===== src/common/ctd_pkg.sv =====
// constants for the two-channel cycle-steal transfer controller
package ctd_pkg;
   // register bus geometry
   localparam int CTD_ADDR_W = 12;
   localparam logic [5:0] CTD_PAGE_HI = 6'h00;
   // per-channel register offsets, channel one adds the stride
   localparam logic [4:0] CTD_OFF_SRC = 5'h00;
   localparam logic [4:0] CTD_OFF_DST = 5'h04;
   localparam logic [4:0] CTD_OFF_RELOAD = 5'h08;
   localparam logic [4:0] CTD_OFF_CTRL = 5'h0C;
   localparam logic [4:0] CTD_OFF_COUNT = 5'h10;
   localparam logic [4:0] CTD_OFF_SWREQ = 5'h14;
   localparam logic [5:0] CTD_CHAN_STRIDE = 6'h20;
   // control register field positions
   localparam int CTD_CTRL_EN = 0;
   localparam int CTD_CTRL_UNIT16 = 1;
   localparam int CTD_CTRL_REPEAT = 2;
   localparam int CTD_CTRL_SRCFWD = 3;
   localparam int CTD_CTRL_DSTFWD = 4;
   localparam int CTD_CTRL_SEL_LO = 8;
   localparam int CTD_SWREQ_BIT = 0;
   localparam int CTD_COUNT_PEND = 16;
   localparam int CTD_COUNT_FIRST = 17;
   // reset values
   localparam logic [19:0] CTD_PTR_RST = 20'h00000;
   localparam logic [15:0] CTD_CNT_RST = 16'h0000;
   localparam logic [3:0] CTD_SEL_RST = 4'h0;
   // trigger select codes
   localparam logic [3:0] CTD_SEL_SOFT = 4'h0;
   localparam logic [3:0] CTD_SEL_EXT = 4'h1;
   localparam logic [3:0] CTD_SEL_PERI_LO = 4'h2;
   localparam logic [3:0] CTD_SEL_SER1 = 4'hC;
   localparam int CTD_PERI_N = 15;
   localparam int CTD_PERI_SER1TX = 10;
   localparam int CTD_PERI_SER1RX = 11;
   // own register block, never a transfer target
   localparam logic [19:0] CTD_PROT_LO = 20'h00020;
   localparam logic [19:0] CTD_PROT_HI = 20'h0003F;
   // bus responses
   localparam logic [1:0] CTD_RESP_OKAY = 2'h0;
   localparam logic [1:0] CTD_RESP_SLVERR = 2'h2;
   // engine states
   typedef enum logic [1:0] {CTD_IDLE, CTD_READ, CTD_WRITE, CTD_DONE} ctd_state_e;
endpackage


===== src/design/ctd_dma.sv =====
// two-channel cycle-steal transfer controller with AXI4-Lite registers
// Overview of operation
// - two independent channels share one data bus, stealing single bus cycles.
// - controller bus requests win over the CPU; transfers go ahead of it.
// - each request moves one unit: a 16-bit word or an 8-bit byte.
// - requests come from software request writes or the selected interrupt signal.
// - triggers ignore CPU interrupt masking; transfers never clear interrupt requests.
// - enabled channel transfers once per request; disabled channel ignores requests.
// - requests faster than transfers merge into one pending request.
// - patterns: any-to-fixed, fixed-to-any, fixed-to-fixed over 1M bytes.
// - own register range 0x20..0x3F is never a transfer source or destination.
// - source and destination both forward is illegal; software must avoid it.
// - sixteen-bit unit counter gives 128K bytes word mode, 64K byte mode.
// - external input zero falling edge triggers channel zero, input one channel one.
// - both channels take timer, serial, converter and software triggers.
// - serial one transmit only for channel zero, receive only for channel one.
// - simultaneous requests: channel zero served first, then channel one.
// - single mode underflow clears enable, channel stays idle until set again.
// - repeat mode underflow reloads counter, channel stays active until disabled.
// - every counter underflow raises the channel transfer-complete request.
// - first transfer after activation loads forward pointer and counter.
// - forward pointer registers always writable; fixed ones only while disabled.
// - registers always readable; enabled forward register reads the live pointer.
`timescale 1ns/100ps
`default_nettype none
module ctd_dma
   import ctd_pkg::*;
#(
   parameter int CNT_W = 16
) (
   // clock and reset
   input wire logic sys_clk,
   input wire logic rstn,
   // AXI4-Lite register slave
   input wire logic [CTD_ADDR_W-1:0] s_axi_awaddr,
   input wire logic s_axi_awvalid,
   output logic s_axi_awready,
   input wire logic [31:0] s_axi_wdata,
   input wire logic [3:0] s_axi_wstrb,
   input wire logic s_axi_wvalid,
   output logic s_axi_wready,
   output logic [1:0] s_axi_bresp,
   output logic s_axi_bvalid,
   input wire logic s_axi_bready,
   input wire logic [CTD_ADDR_W-1:0] s_axi_araddr,
   input wire logic s_axi_arvalid,
   output logic s_axi_arready,
   output logic [31:0] s_axi_rdata,
   output logic [1:0] s_axi_rresp,
   output logic s_axi_rvalid,
   input wire logic s_axi_rready,
   // trigger sources
   input wire logic extIrqInZeroN,
   input wire logic extIrqInOneN,
   input wire logic [CTD_PERI_N-1:0] periIrq,
   // shared memory bus, cycle-steal master
   output logic cpuHold,
   output logic memReq,
   output logic memWrite,
   output logic memWord,
   output logic [19:0] memAddr,
   output logic [15:0] memWdata,
   input wire logic memAck,
   input wire logic [15:0] memRdata,
   // transfer-complete requests, one per channel
   output logic [1:0] xferDone
);

   // reset release through two flops
   logic rstMeta_r, rstSync_r;
   always_ff @(posedge sys_clk or negedge rstn) begin
      if (!rstn) begin
         rstMeta_r <= 1'b0;
         rstSync_r <= 1'b0;
      end else begin
         rstMeta_r <= 1'b1;
         rstSync_r <= rstMeta_r;
      end
   end
   wire logic rstN = rstSync_r;

   // channel state
   logic [19:0] srcPtr_r [2];
   logic [19:0] dstPtr_r [2];
   logic [19:0] fwdPtr_r [2];
   logic [CNT_W-1:0] reload_r [2];
   logic [CNT_W-1:0] cnt_r [2];
   logic [1:0] en_r, unit16_r, repeat_r, srcFwd_r, dstFwd_r, first_r, pend_r;
   logic [3:0] sel_r [2];

   // engine state
   ctd_state_e state_r;
   logic engCh_r;
   logic [19:0] engSrc_r, engDst_r, engPtr_r;
   logic [CNT_W-1:0] engCnt_r;
   logic [15:0] engData_r;

   // pins are asynchronous: two flops, third for the edge
   logic [1:0] extMeta_r, extSync_r, extPrev_r;
   always_ff @(posedge sys_clk or negedge rstN) begin
      if (!rstN) begin
         extMeta_r <= 2'b11;
         extSync_r <= 2'b11;
         extPrev_r <= 2'b11;
      end else begin
         extMeta_r <= {extIrqInOneN, extIrqInZeroN};
         extSync_r <= extMeta_r;
         extPrev_r <= extSync_r;
      end
   end
   wire logic [1:0] extFall = extPrev_r & ~extSync_r;

   // peripheral requests are same-clock; look at rising edges only,
   // the request bits themselves are never touched
   logic [CTD_PERI_N-1:0] periPrev_r;
   always_ff @(posedge sys_clk or negedge rstN) begin
      if (!rstN) periPrev_r <= '0;
      else periPrev_r <= periIrq;
   end
   wire logic [CTD_PERI_N-1:0] periRise = periIrq & ~periPrev_r;

   // hardware trigger of one channel from its select code
   function automatic logic hwTrig(input logic ch, input logic [3:0] sel,
                                   input logic [1:0] ext, input logic [CTD_PERI_N-1:0] pr);
      logic r;
      r = 1'b0;
      if (sel == CTD_SEL_SOFT) r = 1'b0;
      else if (sel == CTD_SEL_EXT) r = ext[ch];
      else if (sel == CTD_SEL_SER1) r = ch ? pr[CTD_PERI_SER1RX] : pr[CTD_PERI_SER1TX];
      else if (sel < CTD_SEL_SER1) r = pr[4'(sel - CTD_SEL_PERI_LO)];
      else r = pr[4'(sel - 4'h1)];
      return r;
   endfunction

   // inside the controller's own register block
   function automatic logic isProt(input logic [19:0] a);
      return (a >= CTD_PROT_LO) && (a <= CTD_PROT_HI);
   endfunction

   // register decode shared by read and write
   function automatic logic regHit(input logic [CTD_ADDR_W-1:0] a);
      logic [4:0] o;
      o = a[4:0];
      return (a[CTD_ADDR_W-1:6] == CTD_PAGE_HI[CTD_ADDR_W-7:0]) && (o == CTD_OFF_SRC || o == CTD_OFF_DST ||
             o == CTD_OFF_RELOAD || o == CTD_OFF_CTRL || o == CTD_OFF_COUNT || o == CTD_OFF_SWREQ);
   endfunction

   // byte-lane merge for writes
   function automatic logic [31:0] laneMerge(input logic [31:0] old, input logic [31:0] d,
                                             input logic [3:0] st);
      logic [31:0] m;
      m = old;
      for (int i = 0; i < 4; i++) begin
         if (st[i]) m[i*8 +: 8] = d[i*8 +: 8];
      end
      return m;
   endfunction

   // AXI write channels: address and data may arrive in either order
   logic awHave_r, wHave_r;
   logic [CTD_ADDR_W-1:0] awAddr_r;
   logic [31:0] wData_r;
   logic [3:0] wStrb_r;
   always_ff @(posedge sys_clk or negedge rstN) begin
      if (!rstN) begin
         awHave_r <= 1'b0;
         wHave_r <= 1'b0;
         awAddr_r <= '0;
         wData_r <= 32'h00000000;
         wStrb_r <= 4'h0;
         s_axi_bvalid <= 1'b0;
         s_axi_bresp <= CTD_RESP_OKAY;
      end else begin
         if (s_axi_awvalid && s_axi_awready) begin
            awHave_r <= 1'b1;
            awAddr_r <= s_axi_awaddr;
         end
         if (s_axi_wvalid && s_axi_wready) begin
            wHave_r <= 1'b1;
            wData_r <= s_axi_wdata;
            wStrb_r <= s_axi_wstrb;
         end
         if (awHave_r && wHave_r && !s_axi_bvalid) begin
            awHave_r <= 1'b0;
            wHave_r <= 1'b0;
            s_axi_bvalid <= 1'b1;
            s_axi_bresp <= regHit(awAddr_r) ? CTD_RESP_OKAY : CTD_RESP_SLVERR;
         end else if (s_axi_bvalid && s_axi_bready) begin
            s_axi_bvalid <= 1'b0;
         end
      end
   end
   // ready only while the slot is empty, so registers act as skid
   always_ff @(posedge sys_clk or negedge rstN) begin
      if (!rstN) begin
         s_axi_awready <= 1'b0;
         s_axi_wready <= 1'b0;
      end else begin
         s_axi_awready <= !awHave_r && !(s_axi_awvalid && s_axi_awready);
         s_axi_wready <= !wHave_r && !(s_axi_wvalid && s_axi_wready);
      end
   end
   wire logic doWrite = awHave_r && wHave_r && !s_axi_bvalid;
   wire logic wrCh = awAddr_r[5];
   wire logic [4:0] wrOff = awAddr_r[4:0];

   // read data mux
   function automatic logic [31:0] rdVal(input logic ch, input logic [4:0] o);
      logic [31:0] v;
      v = 32'h00000000;
      unique case (o)
         CTD_OFF_SRC: v[19:0] = (en_r[ch] && srcFwd_r[ch]) ? fwdPtr_r[ch] : srcPtr_r[ch];
         CTD_OFF_DST: v[19:0] = (en_r[ch] && dstFwd_r[ch]) ? fwdPtr_r[ch] : dstPtr_r[ch];
         CTD_OFF_RELOAD: v[CNT_W-1:0] = reload_r[ch];
         CTD_OFF_CTRL: begin
            v[CTD_CTRL_EN] = en_r[ch];
            v[CTD_CTRL_UNIT16] = unit16_r[ch];
            v[CTD_CTRL_REPEAT] = repeat_r[ch];
            v[CTD_CTRL_SRCFWD] = srcFwd_r[ch];
            v[CTD_CTRL_DSTFWD] = dstFwd_r[ch];
            v[CTD_CTRL_SEL_LO +: 4] = sel_r[ch];
         end
         CTD_OFF_COUNT: begin
            v[CNT_W-1:0] = cnt_r[ch];
            v[CTD_COUNT_PEND] = pend_r[ch];
            v[CTD_COUNT_FIRST] = first_r[ch];
         end
         default: v = 32'h00000000;
      endcase
      return v;
   endfunction

   // AXI read: one cycle from address to data
   always_ff @(posedge sys_clk or negedge rstN) begin
      if (!rstN) begin
         s_axi_arready <= 1'b0;
         s_axi_rvalid <= 1'b0;
         s_axi_rdata <= 32'h00000000;
         s_axi_rresp <= CTD_RESP_OKAY;
      end else begin
         s_axi_arready <= !s_axi_rvalid && !(s_axi_arvalid && s_axi_arready);
         if (s_axi_arvalid && s_axi_arready) begin
            s_axi_rvalid <= 1'b1;
            s_axi_rdata <= regHit(s_axi_araddr) ? rdVal(s_axi_araddr[5], s_axi_araddr[4:0]) : 32'h00000000;
            s_axi_rresp <= regHit(s_axi_araddr) ? CTD_RESP_OKAY : CTD_RESP_SLVERR;
         end else if (s_axi_rvalid && s_axi_rready) begin
            s_axi_rvalid <= 1'b0;
         end
      end
   end

   // arbitration: channel zero wins a tie
   wire logic grant0 = pend_r[0] && en_r[0];
   wire logic grant1 = pend_r[1] && en_r[1] && !grant0;
   wire logic startXfer = (state_r == CTD_IDLE) && (grant0 || grant1);
   wire logic startCh = !grant0;
   wire logic [19:0] startPtr = first_r[startCh] ? (srcFwd_r[startCh] ? srcPtr_r[startCh] : dstPtr_r[startCh])
                                                : fwdPtr_r[startCh];
   wire logic [CNT_W-1:0] startCnt = first_r[startCh] ? reload_r[startCh] : cnt_r[startCh];
   wire logic finish = state_r == CTD_DONE;
   wire logic underflow = engCnt_r == '0;
   wire logic [19:0] stepPtr = engPtr_r + (unit16_r[engCh_r] ? 20'h00002 : 20'h00001);

   // per-channel register and live state; hardware end of single mode wins
   // over a same-cycle software write so the channel cannot restart silently
   always_ff @(posedge sys_clk or negedge rstN) begin
      if (!rstN) begin
         for (int c = 0; c < 2; c++) begin
            srcPtr_r[c] <= CTD_PTR_RST;
            dstPtr_r[c] <= CTD_PTR_RST;
            fwdPtr_r[c] <= CTD_PTR_RST;
            reload_r[c] <= CTD_CNT_RST;
            cnt_r[c] <= CTD_CNT_RST;
            sel_r[c] <= CTD_SEL_RST;
         end
         en_r <= 2'b00;
         unit16_r <= 2'b00;
         repeat_r <= 2'b00;
         srcFwd_r <= 2'b00;
         dstFwd_r <= 2'b00;
         first_r <= 2'b00;
         pend_r <= 2'b00;
      end else begin
         for (int c = 0; c < 2; c++) begin
            // consumed request cleared first, new triggers set after
            if (startXfer && startCh == c[0]) pend_r[c] <= 1'b0;
            if (startXfer && startCh == c[0]) first_r[c] <= 1'b0;
            if (!en_r[c]) pend_r[c] <= 1'b0;
            if (doWrite && wrCh == c[0]) begin
               unique case (wrOff)
                  CTD_OFF_SRC:
                     if (srcFwd_r[c] || !en_r[c])
                        srcPtr_r[c] <= 20'(laneMerge({12'h000, srcPtr_r[c]}, wData_r, wStrb_r));
                  CTD_OFF_DST:
                     if (dstFwd_r[c] || !en_r[c])
                        dstPtr_r[c] <= 20'(laneMerge({12'h000, dstPtr_r[c]}, wData_r, wStrb_r));
                  CTD_OFF_RELOAD:
                     reload_r[c] <= CNT_W'(laneMerge({{(32-CNT_W){1'b0}}, reload_r[c]}, wData_r, wStrb_r));
                  CTD_OFF_CTRL: begin
                     if (wStrb_r[0]) begin
                        en_r[c] <= wData_r[CTD_CTRL_EN];
                        if (wData_r[CTD_CTRL_EN] && !en_r[c]) first_r[c] <= 1'b1;
                        unit16_r[c] <= wData_r[CTD_CTRL_UNIT16];
                        repeat_r[c] <= wData_r[CTD_CTRL_REPEAT];
                        srcFwd_r[c] <= wData_r[CTD_CTRL_SRCFWD];
                        // both forward is illegal: source keeps it
                        dstFwd_r[c] <= wData_r[CTD_CTRL_DSTFWD] && !wData_r[CTD_CTRL_SRCFWD];
                     end
                     if (wStrb_r[1]) sel_r[c] <= wData_r[CTD_CTRL_SEL_LO +: 4];
                  end
                  CTD_OFF_SWREQ:
                     if (wStrb_r[0] && wData_r[CTD_SWREQ_BIT] && en_r[c]) pend_r[c] <= 1'b1;
                  default: ;
               endcase
            end
            // a trigger merges into any request still pending
            if (en_r[c] && hwTrig(c[0], sel_r[c], extFall, periRise)) pend_r[c] <= 1'b1;
            if (finish && engCh_r == c[0]) begin
               fwdPtr_r[c] <= stepPtr;
               if (underflow) begin
                  cnt_r[c] <= reload_r[c];
                  if (!repeat_r[c]) begin
                     en_r[c] <= 1'b0;
                     pend_r[c] <= 1'b0;
                  end
               end else begin
                  cnt_r[c] <= engCnt_r - 1'b1;
               end
            end
         end
      end
   end

   // transfer engine: read source, then write destination
   always_ff @(posedge sys_clk or negedge rstN) begin
      if (!rstN) begin
         state_r <= CTD_IDLE;
         engCh_r <= 1'b0;
         engSrc_r <= CTD_PTR_RST;
         engDst_r <= CTD_PTR_RST;
         engPtr_r <= CTD_PTR_RST;
         engCnt_r <= CTD_CNT_RST;
         engData_r <= 16'h0000;
      end else begin
         unique case (state_r)
            CTD_IDLE:
               if (startXfer) begin
                  engCh_r <= startCh;
                  engPtr_r <= startPtr;
                  engCnt_r <= startCnt;
                  engSrc_r <= srcFwd_r[startCh] ? startPtr : srcPtr_r[startCh];
                  engDst_r <= dstFwd_r[startCh] ? startPtr : dstPtr_r[startCh];
                  state_r <= CTD_READ;
               end
            CTD_READ:
               if (isProt(engSrc_r)) begin
                  engData_r <= 16'h0000;
                  state_r <= CTD_WRITE;
               end else if (memAck) begin
                  engData_r <= memRdata;
                  state_r <= CTD_WRITE;
               end
            CTD_WRITE:
               if (isProt(engDst_r) || memAck) state_r <= CTD_DONE;
            CTD_DONE:
               state_r <= CTD_IDLE;
         endcase
      end
   end

   // bus master outputs, registered; the CPU is held for the whole unit
   always_ff @(posedge sys_clk or negedge rstN) begin
      if (!rstN) begin
         cpuHold <= 1'b0;
         memReq <= 1'b0;
         memWrite <= 1'b0;
         memWord <= 1'b0;
         memAddr <= 20'h00000;
         memWdata <= 16'h0000;
      end else begin
         cpuHold <= startXfer || (state_r != CTD_IDLE && !finish && !(state_r == CTD_WRITE &&
                    (isProt(engDst_r) || memAck)));
         if (startXfer) begin
            memReq <= !isProt(srcFwd_r[startCh] ? startPtr : srcPtr_r[startCh]);
            memWrite <= 1'b0;
            memWord <= unit16_r[startCh];
            memAddr <= srcFwd_r[startCh] ? startPtr : srcPtr_r[startCh];
         end else if (state_r == CTD_READ && (isProt(engSrc_r) || memAck)) begin
            memReq <= !isProt(engDst_r);
            memWrite <= 1'b1;
            memAddr <= engDst_r;
            memWdata <= isProt(engSrc_r) ? 16'h0000 : memRdata;
         end else if (state_r == CTD_WRITE && memAck) begin
            memReq <= 1'b0;
            memWrite <= 1'b0;
         end
      end
   end

   // transfer-complete pulse on each underflow
   always_ff @(posedge sys_clk or negedge rstN) begin
      if (!rstN) xferDone <= 2'b00;
      else begin
         xferDone[0] <= finish && underflow && !engCh_r;
         xferDone[1] <= finish && underflow && engCh_r;
      end
   end

endmodule
`default_nettype wire


===== config.mk =====
export PLATFORM = sky130hd
export DESIGN_NAME = ctd_dma
export DESIGN_NICKNAME = d
export VERILOG_FILES = /design/src/common/ctd_pkg.sv /design/src/design/ctd_dma.sv
export SDC_FILE = /design/constraint.sdc
export NUM_CORES = 1
export LEC_CHECK = 0
export BUFFER_PORTS_ARGS = -buffer_cell sky130_fd_sc_hd__buf_2
export CORE_MARGIN = 3
export CORE_UTILIZATION = 47
export CTS_BUF_LIST = sky130_fd_sc_hd__clkbuf_2 sky130_fd_sc_hd__clkbuf_4 sky130_fd_sc_hd__clkbuf_8
export DETAILED_ROUTE_END_ITERATION = 7
export PLACE_DENSITY = 0.63
export SKIP_CTS_REPAIR_TIMING = 1
export SLEW_MARGIN = 20
export SYNTH_ARGS = -nofsm -noshare
export SYNTH_HDL_FRONTEND = slang
export SYNTH_SLANG_ARGS = --single-unit
export TNS_END_PERCENT = 100

===== constraint.sdc =====
create_clock -name sys_clk -period 13.61 [get_ports sys_clk]
set_input_delay 0.6805 -clock sys_clk [delete_from_list [all_inputs] [get_ports sys_clk]]
set_output_delay 0.6805 -clock sys_clk [all_outputs]
set_load 0.02 [all_outputs]

== Yosys cells after proc, flatten, opt, wreduce, memory -nomap -nowiden ==
Index checks and enable logic that the tools add are counted.

* Add/subtract/negate cells: 6
* Order comparisons: 17
* Equal/unequal tests: 20
* Mux-type cells: 153
* Bitwise gates (word level): 9
* Reductions and logical operators: 115

{| class="wikitable"
|+ Operator list
! cell !! number
|-
| 20-bit 2-to-1 mux || 27
|-
| 16-bit 2-to-1 mux || 16
|-
| 1-bit 2-to-1 mux || 89
|-
| 20-bit by 6-bit greater-or-equal comparator with 1-bit output, second input constant || 3
|-
| 20-bit by 6-bit <= comparator with 1-bit output, second input constant || 3
|-
| 4-bit AND reduction || 12
|-
| 1-bit logical AND || 43
|-
| 3-bit AND reduction || 9
|-
| 5-bit case mux with 5 select lines || 1
|-
| 20-bit by 2-bit adder with 20-bit output || 1
|-
| 5-bit by 4-bit == test with 1-bit output, second input constant || 4
|-
| 5-bit == test, second input constant || 4
|-
| 4-bit by 5-bit < comparator with 1-bit output, second input constant || 4
|-
| 4-bit case mux with 5 select lines || 1
|-
| 1-bit logical OR || 18
|-
| 1-bit binary-select mux with 4-bit select || 4
|-
| 1-bit logical NOT || 16
|-
| 16-bit logical NOT || 1
|-
| 4-bit case mux with 4 select lines || 1
|-
| 16-bit by 1-bit subtractor with 16-bit output, second input constant || 1
|-
| 15-bit AND || 1
|-
| 15-bit NOT || 1
|-
| 2-bit 2-to-1 mux || 7
|-
| 6-bit logical NOT || 2
|-
| other kinds (27) || 51
|}

* Register bits after elaboration: 428
* Bits of input ports: 101
* Output and inout port bits: 83
* Logic and storage cells: 385

== Logic depth before layout (Yosys ltp) ==
Gate-level depths: netlist (run 1).

* Depth after elaboration: 15
* Depth in mapped cells: 10
* Depth with buffers taken out: 8

== Worst setup path before layout (run 1) ==
Ideal clock, no wire load.

* Kind: input to register
* From: input s_axi_araddr[5]
* To: register s_axi_rdata[11]
* Library setup time: 0.121 ns
* Arrival time: 2.197 ns
* Data required time: 13.489 ns
* Setup slack: 11.292 ns
* Stages: 7
* Buffers on the path: 2
* Cells stage by stage: buf_2 > o21ai_0 > clkbuf_1 > mux4_2 > a22oi_1 > o211ai_1 > a22o_1

* Longest elaborated chain between the ends: 7
* Elaborated cells on any way between the ends: 31
* Those cells by class: mux: 28; bitwise: 1; reduce/logical: 2

{| class="wikitable"
|+ Ends and longest elaborated chain
! item !! RTL line !! text
|-
| from (decl) || ctd_dma.sv:45 || <nowiki>input wire logic [CTD_ADDR_W-1:0] s_axi_araddr,</nowiki>
|-
| 1-bit NOT with 2-bit output (implied by the code) || n/a ||
|-
| 20-bit 2-to-1 mux (on tied branches) (4 in a row) || ctd_dma.sv:213, ctd_dma.sv:212 ||
|-
| 4-bit case mux with 5 select lines (*) || ctd_dma.sv:211 || <nowiki>unique case (o)</nowiki>
|-
| 20-bit 2-to-1 mux (*) || ctd_dma.sv:244 || <nowiki>s_axi_rdata <= regHit(s_axi_araddr) ? rdVal(s_axi_araddr[5], s_axi_araddr[4:0]) : 32'h00000000;</nowiki>
|-
| to (signal assigned) || ctd_dma.sv:244 ||
|-
| to (decl) || ctd_dma.sv:48 || <nowiki>output logic [31:0] s_axi_rdata,</nowiki>
|}

Mark *: on every way between the ends. The rest lies on a longest branch, timed or not. The select of a mux whose other input is x is not followed.
A chain may end at the register's enable or synchronous reset.

== Final worst setup path (run 1) ==
* From: register pend_r[0]
* To: register memWdata[0]

* Longest elaborated chain between the ends: 7

{| class="wikitable"
|+ Ends and longest elaborated chain
! item !! RTL line !! text
|-
| from (decl) || ctd_dma.sv:88 || <nowiki>logic [1:0] en_r, unit16_r, repeat_r, srcFwd_r, dstFwd_r, first_r, pend_r;</nowiki>
|-
| from (signal assigned) || ctd_dma.sv:282 || <nowiki>pend_r <= 2'b00;</nowiki>
|-
| from (signal, indexed assignment) || ctd_dma.sv:286 || <nowiki>if (startXfer && startCh == c[0]) pend_r[c] <= 1'b0;</nowiki>
|-
| from (signal, indexed assignment) || ctd_dma.sv:288 || <nowiki>if (!en_r[c]) pend_r[c] <= 1'b0;</nowiki>
|-
| 1-bit logical AND (*) || ctd_dma.sv:253 || <nowiki>wire logic grant0 = pend_r[0] && en_r[0];</nowiki>
|-
| 1-bit logical NOT || ctd_dma.sv:254 || <nowiki>wire logic grant1 = pend_r[1] && en_r[1] && !grant0;</nowiki>
|-
| 1-bit logical AND || ctd_dma.sv:254 ||
|-
| 1-bit logical OR (*) || ctd_dma.sv:255 || <nowiki>wire logic startXfer = (state_r == CTD_IDLE) && (grant0 || grant1);</nowiki>
|-
| 1-bit logical AND (*) || ctd_dma.sv:255 ||
|-
| 1-bit NOT (no line) (*) || n/a ||
|-
| 2-bit AND reduction (no line) (*) || n/a ||
|-
| to (signal assigned) || ctd_dma.sv:392 || <nowiki>memWdata <= isProt(engSrc_r) ? 16'h0000 : memRdata;</nowiki>
|-
| to (decl) || ctd_dma.sv:62 || <nowiki>output logic [15:0] memWdata,</nowiki>
|}

Mark *: on every way between the ends. The rest lies on a longest branch, timed or not.

==> results.yml, run 1 <==
critical_path:
  worstPathCellList: "nand2_4 -> buf_4 -> a21bo_4 -> nand2_1 -> nand2_1 -> o21ai_0"
  worst-path-buf-inv: 1
  required_ns: 14.10
  crit_type: "flip-flop to flip-flop"
  cp.arrival_ns: 4.37
  r2r-start: "pend_r[0]"
  slowest_stage: "nand2_4"
  cp-end-kind: "flip-flop"
  r2r_end: "memWdata[0]"
  critPathLaunchType: "flip-flop"
  r2r_cells: 6
  r2r_slack_ns: 9.74
  path_common_cell: "nand2_1"
  cp_max_fo: 61
  cp_top_family: "simple AND/OR/NAND/NOR gates"
  slowest_delay_ns: 0.80
sta:
  setup_viol: 0
  worstMarginPinSlew_ns: 1.16
  finalMaxSlewViolations: 0
  min_period_ns: 3.87
  tns_ns: 0
  grt_setup_unrepaired: "no"
  skew_ns: 0.0287
  slew_headroom_pct: 22.7
  fmax_mhz: 258
  finalCritPeriodShare_pct: 28.5
  hold_viol: 0
logic_synthesis:
  synthXorXnorAreaFrac_pct: 1.46
  synth_seq_area_share_pct: 47.5
  synth_area_mm2: 0.0215
  synthArstFlopShare_pct: 100
  synth_edf_count: 0
  synth_top_family_by_area: "multiplexers"
  ys_ff_latch: 409
  synth-warning-count: 0
  ys_types: 81
  avgSynthCellArea_um2: 10.4
  synthMuxAreaShare_pct: 19.4
  synth-compound-area-share_pct: 13.3
  synth-adder-area-share_pct: 1.07
  synthSimpleGateAreaFrac_pct: 13.5
  synthCells: 2065
  ys.flop_type: "dfrtp_1"
power:
  cellLeakagePower_nw: 11.5
  peakVddDrop_mv: 0.111
  power_density_mw_per_mm2: 167
min_path:
  min-delay-path-class: "primary input to flip-flop"
  hold_depth: 1
  whs_endpoint: "extMeta_r[1]"
  min-delay-start: "extIrqInOneN"
cells_and_area:
  syn_to_final_growth_pct: 13.0
  final_cell_mix: "dfrtp_1 (401), nand2_1 (363), buf_2 (155)"
  layout_commonest_cell: "dfrtp_1"
  final_layout_size_suffix_gt1_share_pct: 23.2
  final_cells: 2839
  nNetsFinal: 2311
route:
  met2_length_um: 29200
  vias: 17100
  drt_iter0_markers: 1657
  wl_met3_um: 4720
  wl_per_cell_um: 22.2
  finalWirelength_um: 63000
  first_pass_iters: 6
  viasPerCell: 6.02
  met1_length_um: 26300
  drc: 0
  highest_layer: "met5"
  antenna_left: 0
floorplanning:
  core_mm2: 0.0447
  start_util_pct: 48.2
  die_y_um: 220
  row_count: 77
  fp.dieW_um: 220
  die-area_mm2: 0.0484
  ioPinCount: 184
place:
  place.gp.congestion: 0.837
  hpwl_um: 41900
  dp.cells: 2707
  portBuffers: 156
grt:
  grt_max_degree: 84
  globalRouteOverflowTotal: 0
  grt_pass1_wl_um: 97800
  grt_pass1_vias: 16500
  antenna_found_initial: 3
  track_usage_pct: 26.3
cts:
  clock_latency_ns: 0.65
  cts_tree: "built"
  cts_root_buffer: "clkbuf_8"
  cts_inserted_buffers: 74
  clk_pin_slew_ns: 0.06
  cts_sinks: 409
  htree_levels: 3
  clockBufferDepth: 3
outcome:
  status: "finished clean"
flow_run:
  cap_violations: 0
==> cells by family after synthesis <==
group | Yosys count
AND/OR/NAND/NOR | 644
AO/OA/AOI/OAI | 448
flip-flops | 409
multiplexers | 332
buffers and inverters | 176
XOR/XNOR | 36
adder cells (fa/ha/maj) | 18
other | 2
==> stage by stage <==
stage	utilization (%)	area, µm²	total power [mW]	worst slack [ns]	hold slack (ns)
after floorplan	-	21600	2.45	1.38	0.331
final	54.5	24300	4.06	9.74	0.139
after CTS	54.4	24300	4.08	9.81	-0.237
after detailed placement	50.9	22700	2.84	9.81	0.340
after global placement	50.9	22700	2.80	9.85	0.336
after global routing	54.5	24300	4.27	9.49	0.0929
==> power by group <==
part | total (mW) | switching (mW) | leakage (nW) | internal, mW
sequential | 1.76 | 0.310 | 5.45 | 1.45
combinational | 1.08 | 0.609 | 5.19 | 0.470
clock | 1.22 | 0.516 | 0.833 | 0.705
total | 4.06 | 1.44 | 11.5 | 2.62
==> how the worst max path moves through the flow <==
stage	start	cells after the start	endpoint	slack, ns
6_report	pend_r[0]	6	memWdata[0]	9.74
5_1_grt	pend_r[0]	6	memWdata[0]	9.49
4_1_cts	pend_r[0]	6	memWdata[0]	9.81
3_5_place_dp	pend_r[0]	6	memWdata[0]	9.81
3_3_place_gp	s_axi_araddr[5]	7	s_axi_rdata[9]	9.85
2_1_floorplan	rstN	0	awAddr_r[0]	1.38
==> cell usage after synthesis, drive strengths merged, types with 22 or more instances <==
| cell | n | area (µm²) |
|---|---|---|
| mux2i | 84 | 841 |
| mux4 | 48 | 1080 |
| nand3 | 34 | 175 |
| xnor2 | 22 | 193 |
| mux2 | 200 | 2260 |
| a22o | 22 | 193 |
| buf | 69 | 397 |
| clkbuf | 79 | 297 |
| nor2 | 101 | 379 |
| nor2b | 30 | 188 |
| inv | 27 | 101 |
| a21oi | 71 | 355 |
| o21ai | 180 | 901 |
| dfrtp | 403 | 10100 |
| a211oi | 25 | 188 |
| nand2 | 365 | 1370 |
| a21o | 27 | 203 |
==> flip-flops by register name, summed over array words and instances (netlist names), 3 cells and up <==
register / count
awAddr_r: 12
cnt_r: 32
dstPtr_r: 40
engCnt_r: 16
engDst_r: 20
engPtr_r: 20
engSrc_r: 15
fwdPtr_r: 40
memAddr: 20
memWdata: 16
periPrev_r: 15
reload_r: 32
s_axi_rdata: 20
sel_r: 8
srcPtr_r: 40
wData_r: 20
wStrb_r: 3
==> area by class of cell <==
cell class                      instances  area, µm²
Inverter                               28        105
Timing Repair Buffer                  187       1040
Sequential cell                       409      10200
Fill cell                            3966      20400
Antenna cell                            1       2.50
Clock inverter                         12       92.6
Tap cell                              592        741
Multi-Input combinational cell       1493      10600
Clock buffer                          117       1480
==> worst reg2reg max path: cells and delay by family (launching register included) <==
kind	cells	cell delay, ns
AO/OA/AOI/OAI	2	0.69
flip-flops	1	0.64
buffers and inverters	1	0.62
AND/OR/NAND/NOR	3	1.77
==> layer usage <==
metal | vias up | global-route usage, %
li1 | 7661 | -
met1 | 8566 | 35.8
met2 | 701 | 40.7
met3 | 147 | 5.39
met4 | 4 | 12.0
met5 | - | 0
(Power assumes the default switching activity.)
==> inputs of run 2 (changes only) <==
==> constraint.sdc (replaced) <==
create_clock -name sys_clk -period 3.9 [get_ports sys_clk]
set_input_delay 0.195 -clock sys_clk [delete_from_list [all_inputs] [get_ports sys_clk]]
set_output_delay 0.195 -clock sys_clk [all_outputs]
set_load 0.02 [all_outputs]
==> run 2 against run 1 <==
Effect of this change:
- first-iteration DRC count shrank 1.6%
- critical path depth stayed put
- register-to-register slack worse by 8.8 ns
- via count grew 1.4%
- maximum frequency grew 32%
- core utilization increased by 2.0 points
- largest cell class unchanged
==> results.yml, run 2 (synthesis gave the netlist of run 1 again) <==
critical_path:
  slowest_stage: "dfrtp_1"
  crit_type: "flip-flop to flip-flop"
  cp-end-kind: "flip-flop"
  cp_top_family: "simple AND/OR/NAND/NOR gates"
  worstPathCellList: "nand3_2 -> a21o_1 -> o22ai_1 -> nand4_1 -> nor4_1 -> a21oi_1"
  worst-path-buf-inv: 0
  crit_start: "srcFwd_r[0]"
  required_ns: 4.42
  critPathLaunchType: "flip-flop"
  cp_max_fo: 19
  cp.arrival_ns: 3.46
  r2r-start: "srcFwd_r[0]"
  slowest_delay_ns: 0.84
cts:
  cts_root_buffer: "clkbuf_8"
  cts_sinks: 409
  clk_pin_slew_ns: 0.06
  cts_tree: "built"
  clock_latency_ns: 0.65
  cts_inserted_buffers: 72
  htree_levels: 3
  clockBufferDepth: 3
cells_and_area:
  final_area_mm2: 0.0253
  syn_to_final_growth_pct: 17.2
  postLayoutCoreUtil_pct: 56.5
  antennaDiodeCount: 0
  final_cell_mix: "dfrtp_1 (401), nand2_1 (363), buf_2 (155)"
  nNetsFinal: 2403
  reg.largest.list: "dstPtr_r x40, fwdPtr_r x40, srcPtr_r x40"
  final_cells: 2928
  layout_commonest_cell: "dfrtp_1"
  final_layout_size_suffix_gt1_share_pct: 22.9
place:
  hpwl_um: 43700
  post_dp_cell_area_mm2: 0.0229
  dp_slack_ns: 1.03
  dp.cells: 2727
  place.gp.congestion: 0.913
  portBuffers: 156
floorplanning:
  fp.dieW_um: 220
  die_y_um: 220
  die-area_mm2: 0.0484
  row_count: 77
  core_mm2: 0.0447
  ioPinCount: 184
  start_util_pct: 48.2
route:
  first_pass_iters: 6
  finalWirelength_um: 63800
  drt_iter0_markers: 1631
  wl_per_cell_um: 21.8
  drc: 0
  viasPerCell: 5.91
  antenna_left: 0
  vias: 17300
power:
  peakVddDrop_mv: 0.420
  cellLeakagePower_nw: 11.9
  power_density_mw_per_mm2: 566
grt:
  antenna_found_initial: 0
  grt_max_degree: 82
  grt_pass1_wl_um: 98200
  globalRouteOverflowTotal: 0
  grt_pass1_vias: 17100
  track_usage_pct: 26.3
sta:
  grt_setup_unrepaired: "no"
  setup_viol: 0
  slew_headroom_pct: 29.4
  finalMaxSlewViolations: 0
  worstMarginPinSlew_ns: 1.05
  skew_ns: 0.0366
  hold_viol: 0
  finalCritPeriodShare_pct: 75.4
  whs_ns: 0.0354
  setup_ws_ns: 0.961
  fmax_mhz: 340
  min_period_ns: 2.94
outcome:
  status: "finished clean"
min_path:
  min-delay-path-class: "primary input to flip-flop"
  min-delay-start: "s_axi_araddr[4]"
flow_run:
  cap_violations: 0
## run 2: layer usage
layer | up-vias | share of wire [%] | track usage [%]
met3 | 162 | 6.9 | 6.58
met4 | 0 | 4.9 | 12.8
li1 | 7861 | - | -
met2 | 627 | 46 | 40.6
met5 | - | 0 | 0
met1 | 8663 | 42 | 34.8
## run 2: stage by stage
stage / setup TNS (ns) / power (mW)
final: 0 / 14.3
after global routing: 0 / 15.0
after CTS: 0 / 14.3
after detailed placement: 0 / 10.0
after floorplan: -44.80 / 8.56
after global placement: 0 / 9.84
## run 2: layout make-up
class                      count  area (µm²)
clock buffer                 119        1490
clock inverter                 6        60.1
fill                        3878       19400
inverter                      28         105
multi-input combinational   1493       10600
sequential                   409       10200
tap                          592         741
timing repair buffer         281        1990
## run 2: worst min-delay path, delay by kind of cell
| family | cells | cell delay (ns) |
|---|---|---|
| buffers and inverters | 1 | 0.11 |
| AND/OR/NAND/NOR | 1 | 0.13 |
| AO/OA/AOI/OAI | 1 | 0.21 |
## run 2: worst paths after layout
check                            endpoint  slack (ns)  cells past startpoint
max in group asynchronous  periPrev_r[14]        2.42                      2
setup reg to reg                   memReq        0.96                      6
hold reg to reg                      rstN        0.35                      0
min in group asynchronous     memAddr[18]        0.37                      0
hold / removal             s_axi_rresp[1]        0.04                      3
setup / recovery                   memReq        0.96                      6
## run 2: report_power, final
group          switching [mW]  internal [mW]  leakage, nW
sequential               1.17           5.05         5.45
clock                    1.78           2.47        0.822
combinational            2.10           1.73         5.61
==> inputs of run 3 (changes only) <==
==> constraint.sdc (replaced) <==
create_clock -name sys_clk -period 3.05 [get_ports sys_clk]
set_input_delay 0.1525 -clock sys_clk [delete_from_list [all_inputs] [get_ports sys_clk]]
set_output_delay 0.1525 -clock sys_clk [all_outputs]
set_load 0.02 [all_outputs]
==> run 3 against run 2 <==
Effect of this change:
- first-iteration DRC count increased by 2.0%
- non-clock buffer count increased by 27
- highest routed layer unchanged
- core utilization increased by 0.62 points
==> results.yml, run 3 (synthesis gave the netlist of run 1 again) <==
cells_and_area:
  fillerInstances: 3883
  layout_commonest_cell: "dfrtp_1"
  postLayoutCoreUtil_pct: 57.1
  final_cells: 2960
  nNetsFinal: 2431
  final_layout_size_suffix_gt1_share_pct: 23.9
  syn_to_final_growth_pct: 18.5
  reg.largest.list: "dstPtr_r x40, fwdPtr_r x40, srcPtr_r x40"
  final_cell_mix: "dfrtp_1 (401), nand2_1 (363), buf_2 (155)"
route:
  drt_iter0_markers: 1663
  viasPerCell: 5.81
  wl_per_cell_um: 21.5
  finalWirelength_um: 63600
  vias: 17200
  first_pass_iters: 6
  antenna_left: 0
  drc: 0
min_path:
  min-delay-start: "s_axi_araddr[4]"
  min-delay-path-class: "primary input to flip-flop"
floorplanning:
  row_count: 77
  die-area_mm2: 0.0484
  ioPinCount: 184
  start_util_pct: 48.2
  core_mm2: 0.0447
  die_y_um: 220
  fp.dieW_um: 220
power:
  pwr-share-seq_pct: 42.8
  clkPwrFrac_pct: 29.9
  p_sw_mw: 6.48
  power.total_mw: 18.4
  p_int_mw: 11.9
  peakVddDrop_mv: 0.531
  pwr-share-comb_pct: 27.3
  power_density_mw_per_mm2: 720
  cellLeakagePower_nw: 12.0
  switching_share_pct: 35.2
sta:
  setup_ws_ns: 0.295
  worstMarginPinSlew_ns: 0.941
  skew_ns: 0.0301
  hold_viol: 0
  fmax_mhz: 363
  whs_ns: 0.00951
  setup_viol: 0
  finalCritPeriodShare_pct: 90.3
  finalMaxSlewViolations: 0
  grt_setup_unrepaired: "no"
  slew_headroom_pct: 37.1
  min_period_ns: 2.75
grt:
  track_usage_pct: 26.4
  globalRouteOverflowTotal: 0
  grt_pass1_wl_um: 98300
  grt_pass1_vias: 16900
  antenna_found_initial: 1
  grt_max_degree: 118
place:
  place.gp.congestion: 0.870
  hpwl_um: 44200
  dp.cells: 2754
  dp_slack_ns: 0.329
  portBuffers: 156
critical_path:
  r2r_slack_ns: 0.30
  cp-end-kind: "flip-flop"
  slowest_delay_ns: 0.63
  cp_top_family: "simple AND/OR/NAND/NOR gates"
  cp.arrival_ns: 3.24
  crit_start: "engSrc_r[19]"
  crit_type: "flip-flop to flip-flop"
  slowest_stage: "nor4b_1"
  required_ns: 3.53
  worst-path-buf-inv: 0
  r2r-start: "engSrc_r[19]"
  critPathLaunchType: "flip-flop"
  path_common_cell: "nand2_1"
  cp_max_fo: 32
  worstPathCellList: "nor4b_1 -> nand4_1 -> a21boi_4 -> nand2_1 -> nand2_1 -> o21ai_0"
cts:
  clockBufferDepth: 3
  cts_root_buffer: "clkbuf_8"
  cts_inserted_buffers: 73
  cts_sinks: 409
  cts_tree: "built"
  clk_pin_slew_ns: 0.06
  htree_levels: 3
  clock_latency_ns: 0.65
outcome:
  status: "finished clean"
flow_run:
  cap_violations: 0
[run 3: changes by cell type in the layout (fill, tap and decap cells not counted), sizes merged]
cell / delta
diode: +1
clkbuf: -3
buf: +27
inv: +1
clkinv: +6
[run 3: final timing paths]
kind | end | cells past startpoint
setup / recovery | memWdata[15] | 6
hold / removal | s_axi_rresp[1] | 3
hold reg to reg | engPtr_r[18] | 0
max in group asynchronous | reload_r[0] | 2
min in group asynchronous | engPtr_r[18] | 0
setup reg to reg | memWdata[15] | 6
[run 3: layer usage]
| layer | up-vias | share of wire, % | track usage, % |
|---|---|---|---|
| met2 | 578 | 47 | 41.7 |
| met3 | 115 | 6.4 | 5.98 |
| met5 | - | 0 | 0 |
| met1 | 8585 | 43 | 36.1 |
| met4 | 0 | 3.1 | 9.44 |
| li1 | 7915 | - | - |
[run 3: area by class of cell]
type	instances	area, µm²	area share, %
clock buffers	116	1480	5.81
clock inverters	13	98.8	0.387
diodes	1	2.50	0.00980
well taps	592	741	2.90
flip-flops and latches	409	10200	40.1
repair buffers	308	2240	8.77
multi-input cells	1493	10600	41.6
inverters	28	105	0.412
[run 3: worst min-delay path, stage by stage]
cell,delay (ns)
buf_2,0.10
a21oi_1,0.21
nor2_1,0.14
[run 3: power by group through the flow]
stage	clock network [mW]	registers [mW]	logic, mW
2_1_floorplan	0	7.48	3.46
3_3_place_gp	0	7.87	4.83
3_5_place_dp	0	7.93	4.92
4_1_cts	5.62	7.84	4.94
5_1_grt	5.88	8.02	5.49
6_report	5.49	7.88	5.02
[run 3: metrics by stage]
stage                     instance area, µm²  TNS [ns]
final                                  25500         0
after global routing                   25500         0
after CTS                              24800         0
after detailed placement               23200         0
after global placement                 23200         0
after floorplan                        21600   -385.65
